$ cat src/hdl/smc_pkg.sv
// Constants, encodings and carrier structs for the serial master controller.
// Assumes a single 50 MHz clock and plain configuration ports.
package smc_pkg;

	localparam int unsigned CLK_HZ          = 50000000;
	localparam int unsigned LINK_MAX_HZ     = 25000000;
	localparam int unsigned MIN_HALF_CYCLES = (CLK_HZ + 2 * LINK_MAX_HZ - 1) / (2 * LINK_MAX_HZ);
	localparam int unsigned FIFO_DEPTH      = 8;
	localparam int unsigned LVL_W           = 4;
	localparam int unsigned DATA_W          = 16;
	localparam int unsigned CS_W            = 16;
	localparam int unsigned DIV_W           = 16;
	localparam int unsigned CNT_W           = 16;
	localparam logic [4:0]  FRAME_MIN       = 5'h04;
	localparam logic [4:0]  FRAME_MAX       = 5'h10;
	localparam logic [1:0]  OWNER_MASTER    = 2'h2;
	localparam logic [4:0]  IRQ_MASK_RESET  = 5'h1F;
	localparam int unsigned IRQ_RXF         = 0;
	localparam int unsigned IRQ_RXO         = 1;
	localparam int unsigned IRQ_RXU         = 2;
	localparam int unsigned IRQ_TXO         = 3;
	localparam int unsigned IRQ_TXE         = 4;

	typedef enum logic [1:0] {
		SMC_TRANSFER_MODE_TXRX,
		SMC_TRANSFER_MODE_TX,
		SMC_TRANSFER_MODE_RX,
		SMC_TRANSFER_MODE_RSVD
	} smc_transfer_mode_e;

	typedef struct packed {
		logic [3:0] frame_size_m1;
		smc_transfer_mode_e  transfer_mode;
		logic       frame_format;
		logic       clock_phase;
		logic       clock_polarity;
	} smc_config_s;

	typedef struct packed {
		logic tx_empty;
		logic tx_not_full;
		logic rx_full;
		logic rx_not_empty;
		logic busy;
	} smc_status_s;

endpackage

$ cat src/hdl/smc_fifo.sv
// Flip-flop FIFO with valid/ready on both sides and a fill level.
// Assumes one clock; the caller never pushes while full without noting overflow.
`timescale 1ns/100ps
module smc_fifo #(
	parameter int unsigned WIDTH = 16,
	parameter int unsigned DEPTH = 8,
	parameter int unsigned LW    = 4
) (
	input  wire logic             clk,
	input  wire logic             resetn,
	input  wire logic             in_valid,
	output logic                  in_ready,
	input  wire logic [WIDTH-1:0] in_data,
	output logic                  out_valid,
	input  wire logic             out_ready,
	output logic      [WIDTH-1:0] out_data,
	output logic      [LW-1:0]    level
);
	localparam int unsigned AW = $clog2(DEPTH);

	logic [WIDTH-1:0] mem [DEPTH];
	logic [AW-1:0]    wr_ptr;
	logic [AW-1:0]    rd_ptr;
	wire              push = in_valid && in_ready;
	wire              pop  = out_valid && out_ready;

	assign in_ready  = (level != LW'(DEPTH));
	assign out_valid = (level != '0);
	assign out_data  = mem[rd_ptr];

	always_ff @(posedge clk or negedge resetn) begin
		if (!resetn) begin
			wr_ptr <= '0;
			rd_ptr <= '0;
			level  <= '0;
		end else begin
			if (push) begin
				wr_ptr <= (wr_ptr == AW'(DEPTH - 1)) ? '0 : wr_ptr + 1'b1;
			end
			if (pop) begin
				rd_ptr <= (rd_ptr == AW'(DEPTH - 1)) ? '0 : rd_ptr + 1'b1;
			end
			level <= level + LW'(push) - LW'(pop);
		end
	end

	always_ff @(posedge clk) begin
		if (push) begin
			mem[wr_ptr] <= in_data;
		end
	end
endmodule

$ cat src/hdl/smc_top.sv
// Serial master controller: FIFOs, link engine, status and interrupt sources.
// Assumes configuration ports are steady while the controller is enabled.
`timescale 1ns/100ps
module smc_top (
	input  wire logic                        clk,
	input  wire logic                        resetn,
	input  wire logic                        controller_enable,
	input  wire smc_pkg::smc_config_s        transaction_config,
	input  wire logic                        sync_frame_format_enable,
	input  wire logic [1:0]                  interface_owner,
	input  wire logic [smc_pkg::CNT_W-1:0]   frame_count,
	input  wire logic [smc_pkg::CS_W-1:0]    slave_select,
	input  wire logic [smc_pkg::DIV_W-1:0]   clock_divider,
	input  wire logic [smc_pkg::LVL_W-1:0]   tx_threshold,
	input  wire logic [smc_pkg::LVL_W-1:0]   rx_threshold,
	input  wire logic [4:0]                  irq_mask,
	input  wire logic                        data_write,
	input  wire logic [smc_pkg::DATA_W-1:0]  data_wdata,
	input  wire logic                        data_read,
	output logic      [smc_pkg::DATA_W-1:0]  data_rdata,
	input  wire logic                        tx_overflow_clear,
	input  wire logic                        rx_overflow_clear,
	input  wire logic                        rx_underflow_clear,
	output smc_pkg::smc_status_s             status_reg,
	output logic      [smc_pkg::LVL_W-1:0]   tx_fill_level,
	output logic      [smc_pkg::LVL_W-1:0]   rx_fill_level,
	output logic      [4:0]                  irq_raw,
	output logic      [4:0]                  irq_active,
	output logic                             irq,
	output logic                             serial_clk,
	output logic                             serial_data_out,
	input  wire logic                        serial_data_in,
	output logic      [smc_pkg::CS_W-1:0]    chip_select_n
);
	import smc_pkg::*;

	// ----------------------------------------------------------------
	// Configuration capture
	// ----------------------------------------------------------------
	smc_config_s cfg;
	logic [CS_W-1:0] cfg_cs;
	logic [DIV_W-1:0] cfg_div;
	logic [CNT_W-1:0] cfg_cnt;
	logic cfg_ssp;

	always_ff @(posedge clk or negedge resetn) begin
		if (!resetn) begin
			cfg     <= '0;
			cfg_cs  <= '0;
			cfg_div <= '0;
			cfg_cnt <= '0;
			cfg_ssp <= 1'b0;
		end else if (!controller_enable) begin
			cfg     <= transaction_config;
			cfg_cs  <= slave_select;
			cfg_div <= clock_divider;
			cfg_cnt <= frame_count;
			cfg_ssp <= transaction_config.frame_format && sync_frame_format_enable;
		end
	end

	function automatic logic [4:0] frame_bits(input logic [3:0] m1);
		logic [4:0] n;
		n = {1'b0, m1} + 5'h01;
		frame_bits = (n < FRAME_MIN) ? FRAME_MIN : n;
	endfunction

	wire [4:0]       nbits   = frame_bits(cfg.frame_size_m1);
	wire [DATA_W-1:0] fmask  = DATA_W'((17'h00001 << nbits) - 17'h00001);
	wire             owned   = (interface_owner == OWNER_MASTER);
	wire             active  = controller_enable && owned;
	wire [DIV_W-1:0] half_lim = (cfg_div < DIV_W'(MIN_HALF_CYCLES)) ?
		DIV_W'(MIN_HALF_CYCLES) : cfg_div;
	wire             cpol    = cfg_ssp ? 1'b0 : cfg.clock_polarity;
	wire             cpha    = cfg_ssp ? 1'b0 : cfg.clock_phase;

	// ----------------------------------------------------------------
	// FIFOs
	// ----------------------------------------------------------------
	logic             tx_in_ready;
	logic             tx_valid;
	logic             tx_pop;
	logic [DATA_W-1:0] tx_data;
	logic [LVL_W-1:0] tx_lvl;
	logic             rx_in_ready;
	logic             rx_push;
	logic [DATA_W-1:0] rx_word;
	logic             rx_valid;
	logic [DATA_W-1:0] rx_data;
	logic [LVL_W-1:0] rx_lvl;
	wire              rx_pop = data_read && rx_valid;

	smc_fifo #(.WIDTH(DATA_W), .DEPTH(FIFO_DEPTH), .LW(LVL_W)) u_tx (
		.clk       (clk),
		.resetn    (resetn),
		.in_valid  (data_write),
		.in_ready  (tx_in_ready),
		.in_data   (data_wdata & fmask),
		.out_valid (tx_valid),
		.out_ready (tx_pop),
		.out_data  (tx_data),
		.level     (tx_lvl)
	);

	smc_fifo #(.WIDTH(DATA_W), .DEPTH(FIFO_DEPTH), .LW(LVL_W)) u_rx (
		.clk       (clk),
		.resetn    (resetn),
		.in_valid  (rx_push),
		.in_ready  (rx_in_ready),
		.in_data   (rx_word),
		.out_valid (rx_valid),
		.out_ready (rx_pop),
		.out_data  (rx_data),
		.level     (rx_lvl)
	);

	// ----------------------------------------------------------------
	// Link engine
	// ----------------------------------------------------------------
	typedef enum logic [1:0] {SMC_IDLE, SMC_LEAD, SMC_SHIFT} smc_state_e;
	smc_state_e state;
	logic [DIV_W-1:0] div_cnt;
	logic             phase;
	logic [4:0]       bit_cnt;
	logic [DATA_W-1:0] shreg;
	logic [DATA_W-1:0] rxsh;
	logic [CNT_W-1:0] rx_left;
	logic             rx_only;
	logic             sample_q;
	logic             push_q;

	wire tick      = (div_cnt == half_lim - 1'b1);
	wire last_bit  = (bit_cnt == nbits - 5'h01);
	wire frame_end = (state == SMC_SHIFT) && tick && phase && last_bit;
	wire more_tx   = !rx_only && tx_valid;
	wire more_rx   = rx_only && (rx_left != CNT_W'(1));
	wire keep_on   = more_tx || more_rx;
	wire start     = (state == SMC_IDLE) && active && tx_valid;
	wire sample_now = (state == SMC_SHIFT) && tick && !phase;

	assign tx_pop  = start || (frame_end && more_tx);
	wire   next_push = frame_end && (cfg.transfer_mode != SMC_TRANSFER_MODE_TX);
	assign rx_push   = push_q;
	assign rx_word   = rxsh & fmask;

	always_ff @(posedge clk or negedge resetn) begin
		if (!resetn) begin
			state   <= SMC_IDLE;
			div_cnt <= '0;
			phase   <= 1'b0;
			bit_cnt <= '0;
			shreg   <= '0;
			rx_left <= '0;
			rx_only <= 1'b0;
		end else if (!active) begin
			state   <= SMC_IDLE;
			div_cnt <= '0;
		end else begin
			div_cnt <= (state == SMC_IDLE || tick) ? '0 : div_cnt + 1'b1;
			case (state)
				SMC_IDLE: begin
					phase   <= 1'b0;
					bit_cnt <= '0;
					if (start) begin
						rx_only <= (cfg.transfer_mode == SMC_TRANSFER_MODE_RX);
						rx_left <= cfg_cnt + 1'b1;
						shreg   <= tx_data << (5'h10 - nbits);
						state   <= SMC_LEAD;
					end
				end
				SMC_LEAD: begin
					if (tick) begin
						state <= SMC_SHIFT;
					end
				end
				SMC_SHIFT: begin
					if (tick) begin
						phase <= !phase;
						if (phase && !last_bit) begin
							bit_cnt <= bit_cnt + 5'h01;
							shreg   <= shreg << 1;
						end
						if (frame_end) begin
							bit_cnt <= '0;
							if (rx_only) begin
								rx_left <= rx_left - 1'b1;
							end
							if (more_tx) begin
								shreg <= tx_data << (5'h10 - nbits);
							end
							if (!keep_on) begin
								state <= SMC_IDLE;
							end
						end
					end
				end
				default: state <= SMC_IDLE;
			endcase
		end
	end

	// The pins lag the engine by one register, so sampling waits one cycle.
	// The frame is pushed one cycle after its end, once the last bit is in.
	always_ff @(posedge clk or negedge resetn) begin
		if (!resetn) begin
			sample_q <= 1'b0;
			push_q   <= 1'b0;
			rxsh     <= '0;
		end else begin
			sample_q <= sample_now;
			push_q   <= next_push;
			if (sample_q) begin
				rxsh <= {rxsh[DATA_W-2:0], serial_data_in};
			end
		end
	end

	// ----------------------------------------------------------------
	// Pins
	// ----------------------------------------------------------------
	wire in_xfer = (state != SMC_IDLE);
	wire clk_lvl = (state == SMC_SHIFT) ? (cpol ^ (phase ^ cpha)) : cpol;
	wire [CS_W-1:0] next_cs_n = in_xfer ? ~cfg_cs : {CS_W{1'b1}};

	always_ff @(posedge clk or negedge resetn) begin
		if (!resetn) begin
			serial_clk      <= 1'b0;
			serial_data_out <= 1'b0;
			chip_select_n   <= {CS_W{1'b1}};
		end else begin
			serial_clk      <= clk_lvl;
			serial_data_out <= in_xfer && !rx_only && shreg[DATA_W-1];
			chip_select_n   <= next_cs_n;
		end
	end

	// ----------------------------------------------------------------
	// Status and interrupt sources
	// ----------------------------------------------------------------
	logic rx_overflow_irq;
	logic rx_underflow_irq;
	logic tx_overflow_irq;
	wire  ev_txo = data_write && !tx_in_ready;
	wire  ev_rxo = rx_push && !rx_in_ready;
	wire  ev_rxu = data_read && !rx_valid;
	wire [4:0] next_raw = {tx_lvl < tx_threshold, tx_overflow_irq, rx_underflow_irq, rx_overflow_irq,
		rx_lvl > rx_threshold};
	wire [4:0] next_act = next_raw & irq_mask;

	always_ff @(posedge clk or negedge resetn) begin
		if (!resetn) begin
			rx_overflow_irq <= 1'b0;
			rx_underflow_irq <= 1'b0;
			tx_overflow_irq <= 1'b0;
		end else begin
			rx_overflow_irq <= ev_rxo || (rx_overflow_irq && !rx_overflow_clear);
			rx_underflow_irq <= ev_rxu || (rx_underflow_irq && !rx_underflow_clear);
			tx_overflow_irq <= ev_txo || (tx_overflow_irq && !tx_overflow_clear);
		end
	end

	always_ff @(posedge clk or negedge resetn) begin
		if (!resetn) begin
			irq_raw       <= '0;
			irq_active    <= '0;
			irq           <= 1'b0;
			status_reg    <= '0;
			tx_fill_level <= '0;
			rx_fill_level <= '0;
			data_rdata    <= '0;
		end else begin
			irq_raw       <= next_raw;
			irq_active    <= next_act;
			irq           <= controller_enable && (next_act != '0);
			status_reg    <= '{tx_empty: !tx_valid, tx_not_full: tx_in_ready,
				rx_full: !rx_in_ready, rx_not_empty: rx_valid, busy: in_xfer};
			tx_fill_level <= tx_lvl;
			rx_fill_level <= rx_lvl;
			if (rx_pop) begin
				data_rdata <= rx_data;
			end
		end
	end

	// ----------------------------------------------------------------
	// Assertions
	// ----------------------------------------------------------------
	property p_cs_idle;
		@(posedge clk) disable iff (!resetn)
		(state == SMC_IDLE) |=> (chip_select_n == {CS_W{1'b1}});
	endproperty
	a_cs_idle: assert property (p_cs_idle) else $error("select low while idle");

	property p_cs_hold;
		@(posedge clk) disable iff (!resetn)
		(frame_end && keep_on && active) |=> ##1 (chip_select_n == ~cfg_cs);
	endproperty
	a_cs_hold: assert property (p_cs_hold) else $error("select dropped between frames");

	property p_txo;
		@(posedge clk) disable iff (!resetn)
		ev_txo |=> tx_overflow_irq ##1 irq_raw[IRQ_TXO];
	endproperty
	a_txo: assert property (p_txo) else $error("tx overflow not flagged");

	property p_rxu;
		@(posedge clk) disable iff (!resetn)
		(rx_underflow_irq && !rx_underflow_clear && !ev_rxu) |=> rx_underflow_irq;
	endproperty
	a_rxu: assert property (p_rxu) else $error("rx underflow lost");

	property p_rxo;
		@(posedge clk) disable iff (!resetn)
		(rx_overflow_clear && !ev_rxo) |=> !rx_overflow_irq;
	endproperty
	a_rxo: assert property (p_rxo) else $error("rx overflow not cleared");

	property p_rxf;
		@(posedge clk) disable iff (!resetn)
		1'b1 |=> (irq_raw[IRQ_RXF] == ($past(rx_lvl) > $past(rx_threshold)));
	endproperty
	a_rxf: assert property (p_rxf) else $error("rx threshold wrong");

	property p_txe;
		@(posedge clk) disable iff (!resetn)
		1'b1 |=> (irq_raw[IRQ_TXE] == ($past(tx_lvl) < $past(tx_threshold)));
	endproperty
	a_txe: assert property (p_txe) else $error("tx threshold wrong");

	property p_irq;
		@(posedge clk) disable iff (!resetn)
		irq |-> ((irq_active != '0) && $past(controller_enable));
	endproperty
	a_irq: assert property (p_irq) else $error("irq without source");

	property p_txonly;
		@(posedge clk) disable iff (!resetn)
		(cfg.transfer_mode == SMC_TRANSFER_MODE_TX) |-> !rx_push;
	endproperty
	a_txonly: assert property (p_txonly) else $error("rx push in tx only");

	property p_rate;
		@(posedge clk) disable iff (!resetn)
		($changed(serial_clk) && (half_lim > DIV_W'(MIN_HALF_CYCLES))) |=> $stable(serial_clk);
	endproperty
	a_rate: assert property (p_rate) else $error("link clock too fast");

	c_frame: cover property (@(posedge clk) disable iff (!resetn) frame_end);
	c_multi: cover property (@(posedge clk) disable iff (!resetn) frame_end && keep_on);
	c_rxonly: cover property (@(posedge clk) disable iff (!resetn) rx_push && rx_only);
	c_irq: cover property (@(posedge clk) disable iff (!resetn) irq);
endmodule

$ cat config.mk
export PLATFORM = sky130hd
export DESIGN_NAME = smc_top
export DESIGN_NICKNAME = d
export VERILOG_FILES = /design/src/hdl/smc_pkg.sv /design/src/hdl/smc_fifo.sv /design/src/hdl/smc_top.sv
export SDC_FILE = /design/constraint.sdc
export NUM_CORES = 1
export LEC_CHECK = 0
export BUFFER_PORTS_ARGS = -buffer_cell sky130_fd_sc_hd__buf_2
export CAP_MARGIN = 20
export CELL_PAD_IN_SITES_DETAIL_PLACEMENT = 1
export CELL_PAD_IN_SITES_GLOBAL_PLACEMENT = 1
export CORE_AREA = 2 2 209 211
export DETAILED_ROUTE_END_ITERATION = 6
export DIE_AREA = 0 0 211 213
export GPL_ROUTABILITY_DRIVEN = 0
export GPL_TIMING_DRIVEN = 0
export PLACE_DENSITY = 0.79
export SLEW_MARGIN = 10
export SYNTH_ARGS = -nofsm -noshare
export SYNTH_HDL_FRONTEND = slang
export SYNTH_HIERARCHICAL = 1
export SYNTH_SLANG_ARGS = --single-unit
$ cat constraint.sdc
create_clock -name clk -period 6.25 [get_ports clk]
set_input_delay 0.625 -clock clk [delete_from_list [all_inputs] [get_ports clk]]
set_output_delay 0.625 -clock clk [all_outputs]
set_load 0.05 [all_outputs]
# --- Word-level counts from Yosys, hierarchy flattened ---
# Memory sizes are Yosys's and may differ from the RTL's. A register that Yosys moved wholly into a read port is not among the register bits.
# Cells that the tools add are included.
totals:
  register_bits: 197
  memories: 2
  ram_bits: 256
  elab_cells: 191
mem_list:
  columns: ["name", "depth", "word_bits", "rd", "rd_ports_with_merged_regs", "wr", "line", "source"]
  rows:
  - ["u_rx.mem", 8, 16, 1, 1, 1, "smc_fifo.sv:21", "logic [WIDTH-1:0] mem [DEPTH];"]
  - ["u_tx.mem", 8, 16, 1, 0, 1, "smc_fifo.sv:21", null]
op_classes:
  bitwise_logic: 6
  shifts: 2
  n_reduce_logical: 56
  addsub: 17
  n_mux: 40
  n_eq_ne: 24
  magnitude_cmp: 4
ops:
  columns: ["operator", "n"]
  rows:
  - ["16-bit two-way mux", 13]
  - ["16-bit case mux with 2 select lines", 2]
  - ["16-bit by 1-bit subtractor with 16-bit output (second input constant)", 3]
  - ["16-bit by 1-bit adder with 16-bit output (second input constant)", 2]
  - ["16-bit bitwise AND", 2]
  - ["1-bit logical AND", 27]
  - ["5-bit two-way mux", 4]
  - ["3-bit != test (second input constant)", 6]
  - ["16-bit equality test", 1]
  - ["16-bit by 1-bit less-than comparator with 1-bit output (second input constant)", 1]
  - ["16-bit by 1-bit != test with 1-bit output (second input constant)", 1]
  - ["16-bit inverter", 1]
  - ["1-bit by 5-bit << shifter with 16-bit output (first input constant)", 1]
  - ["16-bit by 5-bit << shifter with 16-bit output", 1]
  - ["3-bit by 1-bit adder with 3-bit output (second input constant)", 4]
  - ["3-bit equality test (second input constant)", 4]
  - ["2-bit two-way mux", 6]
  - ["3-bit two-way mux", 4]
  - ["1-bit logical NOT", 11]
  - ["5-bit case mux with 2 select lines", 1]
  - ["4-bit by 1-bit adder with 4-bit output", 2]
  - ["1-bit two-way mux", 8]
  - ["2-bit != test (second input constant)", 4]
  - ["4-bit != test (second input constant)", 2]
  - ["25 further kinds", 38]

# --- Logic depth before layout (Yosys ltp) ---
logic_depth:
  depth_word: 12
  depth_mapped: 21
  ltp_nobuf: 21

# --- Hierarchy ---
# The synthesis kept the hierarchy.
by_module_without_submodules:
  columns: ["module", "cells_per_inst", "area_each_um2", "n_inst"]
  rows:
  - ["smc_fifo", 242, 5551.6, 2]
  - ["smc_top", 998, 10420.0, 1]

# --- Worst setup path after synthesis ---
# No wires, ideal clock.
synth_path:
  path_type: "register -> register"
  startpoint: "register cfg_div[12]"
  endpoint: "register u_tx.level[3]"
  path_stages_with_launch: 21
  arrival_ns: 4.560
  required_ns: 6.171
  setup_ns: 0.079
  n_path_buf: 0
  slack_ns: 1.611
  path_cell_list: "dfrtp_1 > or4_4 > nand4bb_4 > o21a_1 > ha_1 > xor2_1 > o221ai_1 > a2111oi_0 > or4bb_1 > nor3_1 > and2_1 > nand3_1 > o31ai_1 > nand2_1 > inv_1 > ha_1 > inv_1 > ha_1 > a21o_1 > a21oi_1 > xor2_1"
synth_via:
  elab_chain_cells: 11
synth_rtl:
  columns: ["item", "line", "source"]
  rows:
  - ["start, declared", "smc_top.sv:42", "logic [DIV_W-1:0] cfg_div;"]
  - ["start signal, assigned", "smc_top.sv:56", "cfg_div <= clock_divider;"]
  - ["16-bit by 1-bit less-than comparator with 1-bit output", "smc_top.sv:72", "wire [DIV_W-1:0] half_lim = (cfg_div < DIV_W'(MIN_HALF_CYCLES)) ?"]
  - ["16-bit two-way mux (*)", "smc_top.sv:72", null]
  - ["16-bit by 1-bit subtractor with 16-bit output (*)", "smc_top.sv:132", "wire tick = (div_cnt == half_lim - 1'b1);"]
  - ["16-bit equality test (*)", "smc_top.sv:132", null]
  - ["1-bit logical AND (*) (3 in series)", "smc_top.sv:134", "wire frame_end = (state == SMC_SHIFT) && tick && phase && last_bit;"]
  - ["1-bit logical AND (*)", "smc_top.sv:141", "assign tx_pop = start || (frame_end && more_tx);"]
  - ["1-bit logical OR (*)", "smc_top.sv:141", null]
  - ["via tx_pop", "smc_top.sv:82", "logic tx_pop;"]
  - ["1-bit logical AND (*)", "smc_fifo.sv:25", "wire pop = out_valid && out_ready;"]
  - ["via u_tx.pop", "smc_fifo.sv:25", null]
  - ["4-bit by 1-bit subtractor with 4-bit output (*)", "smc_fifo.sv:43", "level <= level + LW'(push) - LW'(pop);"]
  - ["end signal, assigned", "smc_fifo.sv:43", null]
  - ["end, declared", "smc_fifo.sv:17", "output logic [LW-1:0] level"]
# Mark *: on every way through the listed nets, which the timed path passes. The rest lies on a longest branch.
# A chain may end at the register's enable or synchronous reset.

# --- Worst setup path in the final report ---
# Same ends and word-level chain as after synthesis.

==> out/qor.txt <==
outcome = complete, no violations
root buffer cell = clkbuf_16
Worst Path Arrival = 6.33 ns
final hold violations = 0
Rows = 76
drt first pass iters = 5
Synth top cells by count = edfxtp_1, dfrtp_1, mux2_2, nand2_1, nor2_1
top_reg_cell synth = edfxtp_1
count leader, synth = edfxtp_1
average wire per standard cell = 23.2 um
crit path capture type = flip-flop
Synth warnings = 6
CTS tree = built
asr flop ratio synth = 45.4%
Syn Area/Cell = 14.5 um2
pwr dens = 383 mW/mm2
Remaining DRCs = 0
max-slew violation count = 0
CORE AREA = 0.0427 mm2
Finish-stage setup viols = 0
unrepaired setup endpoints after global routing = no
Required @ worst endpoint = 6.76 ns
TNS Setup = 0 ns
initial antenna violation count = 4
Die Y = 213 um
Largest regs = u_rx/mem x128, u_tx/mem x128
1st-iter DRT viols = 686
critical path class = reg2reg
fraction of layout cells with a size suffix above 1 = 27.0%
H-tree depth = 2
Distinct cells, synth = 90
nets = 1853
Vias/cell = 5.87
Synth Net Count = 1624
Final Critical Period = 5.82 ns
worst slew pin tran = 0.930 ns
maximum capacitance violations = 0
setup bufs post-CTS = 0
# IOs = 156
slew margin rel. = 37.5%
Period Utilization, post-route = 93.1%
IR drop worst, VDD = 0.235 mV
Pleak = 9.79 nW
die area = 0.0449 mm2
area grow syn2layout = 15.5%
Clk Latency, worst-skew pair = 0.60 ns
Vias = 13500
CP max FO = 7
Clk pin slew, worst setup/hold paths = 0.06 ns
total global-route track usage = 24.5%
Antenna Nets Post-Route = 0
top-area cell type share of the netlist area = 35.7%
IO Port Bufs = 154
first-pass GRT wire length = 83600 um
Syn Inst Count = 1482
Sink Count = 469
fmax = 0.172 GHz
post-DP HPWL = 39000 um
Starting Density = 50.4%
maximum root-to-sink buffer count = 3
worst hold-check path type = in2reg
sequential area share after synthesis = 60.6%
TritonCTS Buffers = 49
top cell type by total area after synthesis = edfxtp_1
Die X = 211 um
Post-synth EDFFs = 256
Clock Skews = 0.0317 ns
Fill cells = 4158
maximum number of pins on one net before global-route repair = 107
CP Launch Type = flip-flop
mapped cell area = 0.0215 mm2
WL final = 53400 um
GR Overflow Total = 0
number of synthesized register bits = 469
vias in the first global route = 14500
top cells by area, synth = edfxtp_1, dfrtp_1, mux2_2
WHS = 0.227 ns
==> cells in the final DEF (no fill, tap or decap), drive strengths merged, types with 13 or more instances in the layout <==
cell type and instances:
edfxtp 256, buf 201, dfrtp 197, mux2 139
clkbuf 98, nand2 90, nor2 77, mux4 66
inv 63, ha 42, nand3 41, o21ai 36
mux2i 31, xor2 30, and2 30, a21oi 30
xnor2 27, clkinv 27, nor3 22, nor2b 17
dfstp 16, nor4 16, nand2b 14, and3 13
nand4 13
==> area by class of cell <==
type	count	area, um2	share of cell area [%]
clock inverter	27	209	0.840
buffer	58	325	1.31
antenna	2	5.00	0.0201
clock buffer	64	1300	5.24
tap	546	683	2.75
multi-input combinational	891	7990	32.1
inverter	64	240	0.966
sequential	469	13000	52.4
timing repair buffer	178	1070	4.32
==> where the power goes <==
| group | switching, W | internal, W |
|---|---|---|
| Combinational | 0.00171 | 0.00116 |
| Sequential | 0.000245 | 0.00369 |
| Clock | 0.00121 | 0.00152 |
==> metrics by stage <==
| stage | total power (W) | area [um2] | setup slack (ns) | cells | util [%] |
|---|---|---|---|---|---|
| global placement | 0.00666 | 23000 | 0.675 | 2182 | 53.8 |
| floorplan | 0.00594 | 21500 | 1.61 | 1482 | - |
| global route | 0.0100 | 24900 | 0.0745 | 2297 | 58.2 |
| detailed placement | 0.00687 | 23300 | 0.457 | 2205 | 54.7 |
| CTS | 0.00963 | 24900 | 0.408 | 2297 | 58.2 |
| finish | 0.00954 | 24900 | 0.430 | 2299 | 58.2 |
==> repair_timing <==
item | CTS | global route
hold buffers | 1 | 0
endpoints found under the hold margin | 7 | 0
setup endpoints to repair | 0 | 2
gates resized for setup | 0 | 1
==> kinds of logic (layout without fill, tap and decap cells) <==
logic type	count (synthesis)	count (layout)	share of synthesized area (%)
fa+ha+maj	44	44	2.63
other cells	1	3	0.0174
flops	469	469	60.6
xor+xnor	57	57	2.32
compound gates	179	179	5.89
simple gates	374	374	9.31
buf+inv	122	391	2.63
mux	236	236	16.6
==> critical path: stages (launching register included) <==
cell	delay, ns
dfrtp_1	0.45
or4_4	0.58
nand4bb_4	0.27
o21a_1	0.23
ha_1	0.29
xor2_1	0.16
o221ai_1	0.16
a2111oi_1	0.45
or4bb_1	0.61
nor3_1	0.38
and2_1	0.21
nand3_1	0.13
o31ai_1	0.45
nand2_1	0.26
inv_1	0.14
ha_1	0.15
inv_1	0.06
ha_1	0.27
a21o_1	0.16
a21oi_1	0.18
xor2_1	0.16
==> path summary, 6_finish.rpt <==
path	cells after the start	endpoint	slack [ns]	from
max	20	u_tx/level[3]	0.43	cfg_div[12]
min	2	tx_overflow_irq	0.23	tx_overflow_clear
max reg2reg	20	u_tx/level[3]	0.43	cfg_div[12]
min reg2reg	1	chip_select_n[11]	0.39	cfg_cs[11]
max in group asynchronous	4	cfg_cnt[0]	4.57	resetn
min in group asynchronous	2	data_rdata[6]	0.41	resetn
==> metal layers <==
metal | global-route usage (%) | vias to the layer above | wire length (um)
met5 | 0 | - | 18
met3 | 3.93 | 87 | 2280
met1 | 31.9 | 7023 | 22900
met4 | 6.51 | 2 | 1170
met2 | 42.7 | 286 | 27000
li1 | - | 6088 | -
Note: power is estimated with default switching activity, not from simulation.
